[config.mk]
export PLATFORM = sky130hd
export DESIGN_NAME = fpm_menu
export DESIGN_NICKNAME = d
export VERILOG_FILES = /design/src/fpm_pkg.sv /design/src/fpm_key_debounce.sv /design/src/fpm_menu.sv
export SDC_FILE = /design/constraint.sdc
export NUM_CORES = 1
export LEC_CHECK = 0
export ABC_CLOCK_PERIOD_IN_PS = 8700
export BUFFER_PORTS_ARGS = -buffer_cell sky130_fd_sc_hd__clkbuf_2
export CORE_UTILIZATION = 57
export DETAILED_ROUTE_END_ITERATION = 12
export PLACE_DENSITY = 0.81
export SLEW_MARGIN = 25
export SYNTH_ARGS = -nofsm -noshare
export SYNTH_HDL_FRONTEND = slang
export SYNTH_SLANG_ARGS = --single-unit
[constraint.sdc]
create_clock -name i_clk_sys -period 8.7 [get_ports i_clk_sys]
set_clock_uncertainty 0.1 [all_clocks]
set_input_delay 1.305 -clock i_clk_sys [delete_from_list [all_inputs] [get_ports i_clk_sys]]
set_output_delay 1.305 -clock i_clk_sys [all_outputs]
set_load 0.03 [all_outputs]
[src/fpm_pkg.sv]
// Package of constants and types for the front panel menu control.
// Behaviour
// - At power-on show selected status function name one second, then its live value.
// - Drive a five-digit seven-segment display for values, settings, status and errors.
// - Each mode key press cycles views: status, error codes, parameters; the code ignores mode during the name phase and the save message.
// - A newly detected error forces the display to the error code; the code ignores it during the name phase and the save message.
// - With an error active, twenty idle seconds return the display to the error.
// - In parameter view with no value open, shift advances the parameter group.
// - With a value open, shift moves the edit cursor one digit left.
// - While editing, the digit under the cursor blinks.
// - While editing, up and down keys raise or lower the cursor digit.
// - Not editing, arrows step status selections or parameters within the group.
// - OK on a selected parameter opens its present value for editing.
// - A second OK commits the edited value to parameter storage.
// - After a save, show a result message for about one second.
package fpm_pkg;

	localparam int unsigned CLK_HZ         = 125_000_000;
	localparam int unsigned DIGITS         = 5;
	localparam int unsigned NUM_KEYS       = 5;
	localparam int unsigned MSG_TIME_MS    = 1000;
	localparam int unsigned IDLE_TIME_MS   = 20000;
	localparam int unsigned DEB_TIME_MS    = 10;
	localparam int unsigned BLINK_TIME_MS  = 250;
	localparam int unsigned CYC_PER_MS     = CLK_HZ / 1000;
	localparam int unsigned MSG_CYC        = MSG_TIME_MS * CYC_PER_MS;
	localparam int unsigned IDLE_CYC       = IDLE_TIME_MS * CYC_PER_MS;
	localparam int unsigned DEB_CYC        = DEB_TIME_MS * CYC_PER_MS;
	localparam int unsigned BLINK_CYC      = BLINK_TIME_MS * CYC_PER_MS;

	localparam int unsigned KEY_MODE       = 0;
	localparam int unsigned KEY_SHIFT      = 1;
	localparam int unsigned KEY_UP         = 2;
	localparam int unsigned KEY_DOWN       = 3;
	localparam int unsigned KEY_OK         = 4;

	localparam logic [4:0]  NUM_SEL        = 5'h18;
	localparam logic [3:0]  NUM_GROUPS     = 4'h9;
	localparam logic [7:0]  NUM_PARAMS     = 8'h64;
	localparam logic [3:0]  DIGIT_MAX      = 4'h9;
	localparam logic [2:0]  CUR_MAX        = 3'h4;

	localparam logic [7:0]  GLYPH_BLANK    = 8'h00;

	typedef enum logic [2:0] {
		FPM_ST_NAME,
		FPM_ST_STATUS,
		FPM_ST_ERROR,
		FPM_ST_PARAM,
		FPM_ST_EDIT,
		FPM_ST_MSG
	} fpm_state_t;

	typedef struct packed {
		logic ok;
		logic down;
		logic up;
		logic shift;
		logic mode;
	} fpm_keys_t;

	typedef struct packed {
		logic [3:0]  group;
		logic [7:0]  index;
		logic [19:0] value;
	} fpm_param_t;

	typedef struct packed {
		logic [2:0]  code;
		logic        done;
	} fpm_save_res_t;

endpackage : fpm_pkg
[src/fpm_key_debounce.sv]
// Key debouncer that emits one pulse per press for each front panel key.
`timescale 1ns/1ps
`default_nettype none
module fpm_key_debounce
	import fpm_pkg::*;
#(
	parameter int unsigned P_DEB_CYC = DEB_CYC
) (
	input  wire logic                i_clk_sys,
	input  wire logic                i_sys_rst,
	input  wire logic [NUM_KEYS-1:0] i_key_raw,
	output logic      [NUM_KEYS-1:0] o_key_press
);

	// --------------------------------------------------------------------
	// Per-key filter
	// --------------------------------------------------------------------
	// A level is accepted only after staying unchanged for the whole
	// debounce time, so contact chatter never yields a second press.
	genvar g;
	generate
		for (g = 0; g < NUM_KEYS; g++) begin : g_key
			logic        stable;
			logic [20:0] cnt;
			always_ff @(posedge i_clk_sys) begin
				if (i_sys_rst) begin
					stable         <= 1'b0;
					cnt            <= 21'h0;
					o_key_press[g] <= 1'b0;
				end else begin
					o_key_press[g] <= 1'b0;
					if (i_key_raw[g] == stable) begin
						cnt <= 21'h0;
					end else if (cnt == 21'(P_DEB_CYC - 1)) begin
						cnt            <= 21'h0;
						stable         <= i_key_raw[g];
						o_key_press[g] <= i_key_raw[g];
					end else begin
						cnt <= cnt + 21'h1;
					end
				end
			end
		end
	endgenerate

endmodule : fpm_key_debounce
`default_nettype wire

[src/fpm_menu.sv]
// Front panel menu controller: view selection, parameter editing and display.
`timescale 1ns/1ps
`default_nettype none
module fpm_menu
	import fpm_pkg::*;
#(
	parameter int unsigned P_MSG_CYC   = MSG_CYC,
	parameter int unsigned P_IDLE_CYC  = IDLE_CYC,
	parameter int unsigned P_DEB_CYC   = DEB_CYC,
	parameter int unsigned P_BLINK_CYC = BLINK_CYC
) (
	input  wire logic                  i_clk_sys,
	input  wire logic                  i_sys_rst,
	input  wire logic [NUM_KEYS-1:0]   i_key_raw,
	input  wire logic [4:0]            i_status_sel,
	input  wire logic [19:0]           i_status_value,
	input  wire logic                  i_error_active,
	input  wire logic [19:0]           i_error_code,
	input  wire logic [19:0]           i_param_value,
	input  wire fpm_save_res_t         i_save_result,
	output fpm_state_t                 o_view,
	output logic [4:0]                 o_sel,
	output fpm_param_t                 o_param_sel,
	output logic                       o_param_save,
	output logic [19:0]                o_disp_bcd,
	output logic [2:0]                 o_disp_kind,
	output logic [DIGITS-1:0]          o_digit_blank,
	output logic [2:0]                 o_cursor
);

	// --------------------------------------------------------------------
	// Keys
	// --------------------------------------------------------------------
	logic [NUM_KEYS-1:0] press;
	fpm_keys_t           k;
	logic                any_key;

	fpm_key_debounce #(.P_DEB_CYC(P_DEB_CYC)) u_deb (
		.i_clk_sys   (i_clk_sys),
		.i_sys_rst   (i_sys_rst),
		.i_key_raw   (i_key_raw),
		.o_key_press (press)
	);

	assign k       = fpm_keys_t'(press);
	assign any_key = |press;

	// --------------------------------------------------------------------
	// State
	// --------------------------------------------------------------------
	fpm_state_t  state;
	fpm_state_t  next_state;
	logic [31:0] tmr;
	logic [31:0] idle;
	logic        err_q;
	logic [19:0] edit;
	logic [2:0]  cur;
	logic [4:0]  sel;
	logic [3:0]  grp;
	logic [7:0]  pidx;
	logic [24:0] blink_cnt;
	logic        blink;
	logic        msg_wait;
	logic [2:0]  msg_code;

	wire logic err_new  = i_error_active && !err_q;
	wire logic idle_out = i_error_active && (idle >= 32'(P_IDLE_CYC - 1));

	always_comb begin
		next_state = state;
		case (state)
			FPM_ST_NAME: begin
				if (tmr >= 32'(P_MSG_CYC - 1)) begin
					next_state = FPM_ST_STATUS;
				end
			end
			FPM_ST_STATUS: begin
				if (k.mode) begin
					next_state = FPM_ST_ERROR;
				end
			end
			FPM_ST_ERROR: begin
				if (k.mode) begin
					next_state = FPM_ST_PARAM;
				end
			end
			FPM_ST_PARAM: begin
				if (k.mode) begin
					next_state = FPM_ST_STATUS;
				end else if (k.ok) begin
					next_state = FPM_ST_EDIT;
				end
			end
			FPM_ST_EDIT: begin
				if (k.ok) begin
					next_state = FPM_ST_MSG;
				end else if (k.mode) begin
					next_state = FPM_ST_STATUS;
				end
			end
			FPM_ST_MSG: begin
				if (!msg_wait && tmr >= 32'(P_MSG_CYC - 1)) begin
					next_state = FPM_ST_PARAM;
				end
			end
			default: next_state = FPM_ST_STATUS;
		endcase
		// An error outranks navigation; the save message is left to finish.
		if ((err_new || idle_out) && state != FPM_ST_NAME && state != FPM_ST_MSG) begin
			next_state = FPM_ST_ERROR;
		end
	end

	always_ff @(posedge i_clk_sys) begin
		if (i_sys_rst) begin
			state <= FPM_ST_NAME;
			err_q <= 1'b0;
		end else begin
			state <= next_state;
			err_q <= i_error_active;
		end
	end

	always_ff @(posedge i_clk_sys) begin
		if (i_sys_rst || next_state != state || msg_wait) begin
			tmr <= 32'h0;
		end else begin
			tmr <= tmr + 32'h1;
		end
	end

	always_ff @(posedge i_clk_sys) begin
		if (i_sys_rst || any_key || !i_error_active || state == FPM_ST_ERROR) begin
			idle <= 32'h0;
		end else begin
			idle <= idle + 32'h1;
		end
	end

	// --------------------------------------------------------------------
	// Navigation and editing
	// --------------------------------------------------------------------
	always_ff @(posedge i_clk_sys) begin
		if (i_sys_rst) begin
			sel <= 5'h0;
		end else if (state == FPM_ST_NAME) begin
			sel <= i_status_sel;
		end else if (state == FPM_ST_STATUS && k.up) begin
			sel <= (sel == NUM_SEL - 5'h1) ? 5'h0 : sel + 5'h1;
		end else if (state == FPM_ST_STATUS && k.down) begin
			sel <= (sel == 5'h0) ? NUM_SEL - 5'h1 : sel - 5'h1;
		end
	end

	always_ff @(posedge i_clk_sys) begin
		if (i_sys_rst) begin
			grp  <= 4'h0;
			pidx <= 8'h0;
		end else if (state == FPM_ST_PARAM) begin
			if (k.shift) begin
				grp  <= (grp == NUM_GROUPS - 4'h1) ? 4'h0 : grp + 4'h1;
				pidx <= 8'h0;
			end else if (k.up) begin
				pidx <= (pidx == NUM_PARAMS - 8'h1) ? 8'h0 : pidx + 8'h1;
			end else if (k.down) begin
				pidx <= (pidx == 8'h0) ? NUM_PARAMS - 8'h1 : pidx - 8'h1;
			end
		end
	end

	always_ff @(posedge i_clk_sys) begin
		if (i_sys_rst) begin
			edit <= 20'h0;
			cur  <= 3'h0;
		end else if (state == FPM_ST_PARAM && k.ok) begin
			edit <= i_param_value;
			cur  <= 3'h0;
		end else if (state == FPM_ST_EDIT) begin
			if (k.shift) begin
				cur <= (cur == CUR_MAX) ? 3'h0 : cur + 3'h1;
			end else if (k.up) begin
				edit[cur*4 +: 4] <= (edit[cur*4 +: 4] >= DIGIT_MAX) ? 4'h0
				                   : edit[cur*4 +: 4] + 4'h1;
			end else if (k.down) begin
				edit[cur*4 +: 4] <= (edit[cur*4 +: 4] == 4'h0) ? DIGIT_MAX
				                   : edit[cur*4 +: 4] - 4'h1;
			end
		end
	end

	// The message timer starts only once storage has answered, so a slow
	// store still gets its full second of feedback on the display.
	always_ff @(posedge i_clk_sys) begin
		if (i_sys_rst) begin
			o_param_save <= 1'b0;
			msg_wait     <= 1'b0;
			msg_code     <= 3'h0;
		end else begin
			o_param_save <= (state == FPM_ST_EDIT) && k.ok;
			if (state == FPM_ST_EDIT && k.ok) begin
				msg_wait <= 1'b1;
			end else if (msg_wait && i_save_result.done) begin
				msg_wait <= 1'b0;
				msg_code <= i_save_result.code;
			end
		end
	end

	always_ff @(posedge i_clk_sys) begin
		if (i_sys_rst || state != FPM_ST_EDIT) begin
			blink_cnt <= 25'h0;
			blink     <= 1'b0;
		end else if (blink_cnt == 25'(P_BLINK_CYC - 1)) begin
			blink_cnt <= 25'h0;
			blink     <= !blink;
		end else begin
			blink_cnt <= blink_cnt + 25'h1;
		end
	end

	// --------------------------------------------------------------------
	// Display
	// --------------------------------------------------------------------
	always_ff @(posedge i_clk_sys) begin
		if (i_sys_rst) begin
			o_disp_bcd  <= 20'h0;
			o_disp_kind <= 3'h0;
		end else begin
			o_disp_kind <= 3'(state);
			case (state)
				FPM_ST_NAME:   o_disp_bcd <= {15'h0, sel};
				FPM_ST_STATUS: o_disp_bcd <= i_status_value;
				FPM_ST_ERROR:  o_disp_bcd <= i_error_code;
				FPM_ST_PARAM:  o_disp_bcd <= {8'h0, grp, pidx};
				FPM_ST_EDIT:   o_disp_bcd <= edit;
				FPM_ST_MSG:    o_disp_bcd <= {17'h0, msg_code};
				default:       o_disp_bcd <= 20'h0;
			endcase
		end
	end

	genvar d;
	generate
		for (d = 0; d < DIGITS; d++) begin : g_blank
			always_ff @(posedge i_clk_sys) begin
				if (i_sys_rst) begin
					o_digit_blank[d] <= 1'b0;
				end else begin
					o_digit_blank[d] <= (state == FPM_ST_EDIT) && (cur == 3'(d)) && blink;
				end
			end
		end
	endgenerate

	assign o_view      = state;
	assign o_sel       = sel;
	assign o_cursor    = cur;
	assign o_param_sel = '{group: grp, index: pidx, value: edit};

endmodule : fpm_menu
`default_nettype wire

==> results.json <==
{
  "synth_top_area_share_pct": 42.0,
  "postPlaceCellArea_mm2": 0.0144,
  "cp_data_required_time_ns": 9.07,
  "ys_warn_count": 0,
  "first_global_vias": 10900,
  "min_period_ns": 3.46,
  "synth_edf_count": 0,
  "slew_headroom_pct": 35.6,
  "drc": 0,
  "cts_tree": "built",
  "fin_tns_setup_ns": 0,
  "syn_area_mm2": 0.0134,
  "netlist_instances": 1612,
  "tightest_slew_ns": 0.957,
  "p_per_area_mw_per_mm2": 176,
  "htreeDepth": 1,
  "ys.flop_type": "dfxtp_1",
  "switching_power_uw": 562,
  "wl_met2_mm": 15.3,
  "ys_seq_area_share_pct": 42.0,
  "ir_drop_uv": 269,
  "report.final.slew_viol_count": 0,
  "die-area_mm2": 0.0242,
  "worstSetupStartpointType": "flop",
  "drive_above_1_share_pct": 12.8,
  "finalHoldViolCount": 0,
  "hold_slack_ns": 0.348,
  "clock_latency_ns": 0.55,
  "cts-root-buf": "clkbuf_16",
  "syn2layout_area_growth_pct": 14.6,
  "ios": 149,
  "synth.avg_cell_area_um2": 8.34,
  "ys_ff_latch": 282,
  "synth_async_sr_flop_share_pct": 0,
  "postCtsSetupBuffers": 0,
  "ant_nets": 0,
  "status": "finished clean",
  "internal-power_mw": 2.15,
  "crit_type": "flop to flop",
  "yosysMostFrequentCell": "nor2_1",
  "clock.fmax_ghz": 0.289,
  "vias": 11800,
  "cp-end-kind": "flop",
  "rsz0062_at_grt": "false",
  "drt-initial-drc-count": 912,
  "synthTopCellsByArea": "dfxtp_1 42%, nor2_1 8.3%, xor2_1 6.1%",
  "pwr-share-clk_pct": 49.4,
  "hp-class": "flop to flop",
  "path_max_fanout": 14,
  "ctsHoldBuffers": 0,
  "grt_pass1_wl_mm": 52.3,
  "grt_use_total_pct": 25.8,
  "dr.pass1.iters": 6,
  "num_rows": 55,
  "nets": 1833,
  "core_area_mm2": 0.0229,
  "numCtsBuffers": 29,
  "n_fill_cell": 1880,
  "portBuffers": 148,
  "post-route-period-util_pct": 39.7,
  "syn-num-nets": 1714,
  "die_x_um": 156,
  "dpl.hpwl_mm": 21.7,
  "ctsResizeCount": 0,
  "drt-total-wl_mm": 31.9,
  "initial_utilization_pct": 58.7,
  "setup_ws_ns": 5.24,
  "die_h_um": 156,
  "comb_power_share_pct": 2.5,
  "synth_common_cells": "296 x nor2_1, 282 x dfxtp_1, 136 x nand2_1",
  "swShare_pct": 20.7,
  "worstPathArrival_ns": 3.83,
  "wl_met3_mm": 2.12,
  "synth_cell_types": 73,
  "finalSetupViolCount": 0,
  "top_layer": "met5",
  "clk_path_buf_depth": 3,
  "cts.clk_slew.worst_paths_ns": 0.06,
  "wl_per_cell_um": 15.4,
  "power_frac_seq_pct": 48.1,
  "gp_congestion": 0.902,
  "cts_num_sinks": 282,
  "synth_top_area_cell": "dfxtp_1",
  "grt_max_degree": 72,
  "p_leak_nw": 5.71,
  "antenna_found_initial": 2,
  "antenna_cells": 0,
  "post-route-util_pct": 67.3,
  "final_area_mm2": 0.0154,
  "gr-total-overflow": 0,
  "vias_per_cell": 5.71,
  "dpl_worst_slack_ns": 5.33,
  "wl_met1_mm": 13.8,
  "cap_violations": 0
}
==> layout by cell type, fill, tap and decap left out, types with 5 or more instances in the layout <==
cell type    n
nand2_1    136
a22oi_1     44
clkbuf_2   148
xor2_1      93
nand2b_1     5
nand4_1     41
o2bb2ai_1    6
clkinv_2     5
o211ai_1     7
nor3b_1     11
nor2b_1      6
a21o_1       5
nor3_1      32
ha_1        25
and3_1      49
bufinv_16    6
xnor2_1     91
and2_1      13
and4_1      16
mux2i_1     18
nor2_1     296
nand3_1     97
o22ai_1      5
nor4b_1     12
o21ai_0     44
buf_4        9
clkbuf_1     6
a21oi_1     67
inv_1       34
clkbuf_16   29
or3_1       12
dfxtp_1    282
a211oi_1    10
nor4_1      18
==> through the flow <==
stage                     total power, mW  std cells
after floorplan                      1.37       1612
after global placement               1.40       2013
after detailed placement             1.40       2013
after CTS                            2.73       2067
after global routing                 2.79       2067
final                                2.71       2067
==> area by class of cell <==
| class | instances | area [um2] | area share (%) |
|---|---|---|---|
| clock inverter | 15 | 236 | 1.53 |
| sequential | 282 | 5650 | 36.6 |
| tap | 313 | 392 | 2.54 |
| multi-input combinational | 1227 | 7400 | 48.0 |
| inverter | 34 | 128 | 0.828 |
| clock buffer | 39 | 803 | 5.21 |
| timing repair buffer | 157 | 808 | 5.24 |
==> worst max-delay path, cell delays in order (launching register included) <==
cell and delay [ns]:
dfxtp_1 0.69, mux2_2 0.40, a221oi_1 0.54, inv_1 0.20, ha_1 0.25, nor2b_1 0.20
a21oi_1 0.12, o21ai_0 0.59, nand2_1 0.13, a21oi_1 0.16
==> path summary, 6_finish.rpt <==
kind	start	endpoint	slack, ns	depth (start not counted)
setup reg to reg	o_cursor[1]	edit[9]	5.24	9
setup / recovery	o_cursor[1]	edit[9]	5.24	9
hold / removal	u_deb.g_key[1].cnt[0]	u_deb.g_key[1].cnt[0]	0.35	1
hold reg to reg	u_deb.g_key[1].cnt[0]	u_deb.g_key[1].cnt[0]	0.35	1
==> kinds of logic after synthesis <==
group / synth area share [%]
AO/OA/AOI/OAI: 11.0
AND/OR/NAND/NOR: 27.7
flip-flops: 42.0
multiplexers: 1.84
XOR/XNOR: 12.0
adder cells (fa/ha/maj): 2.40
buffers and inverters: 3.07
==> sequential cells by signal, summed over array words and instances (netlist names), 3 cells and up <==
signal,count
o_digit_blank,5
edit,20
pidx,8
o_disp_kind,3
o_cursor,3
grp,4
o_disp_bcd,20
u_deb.g_key.stable,5
u_deb.g_key.cnt,105
u_deb.o_key_press,5
tmr,32
o_sel,5
idle,32
blink_cnt,25
msg_code,3
o_view,3
==> metal layers <==
metal | up-vias | global-route usage (%)
met4 | 2 | 7.42
li1 | 5857 | -
met2 | 375 | 44.9
met3 | 58 | 4.61
met5 | - | 0
met1 | 5518 | 32.7
==> power by group through the flow <==
stage	Combinational [mW]	Clock (mW)	Sequential, mW
2_1_floorplan	0.0360	0	1.33
3_3_place_gp	0.0671	0	1.33
3_5_place_dp	0.0680	0	1.33
4_1_cts	0.0685	1.36	1.30
5_1_grt	0.0761	1.41	1.30
6_report	0.0684	1.34	1.30
Note: power is estimated with default switching activity, not from simulation.
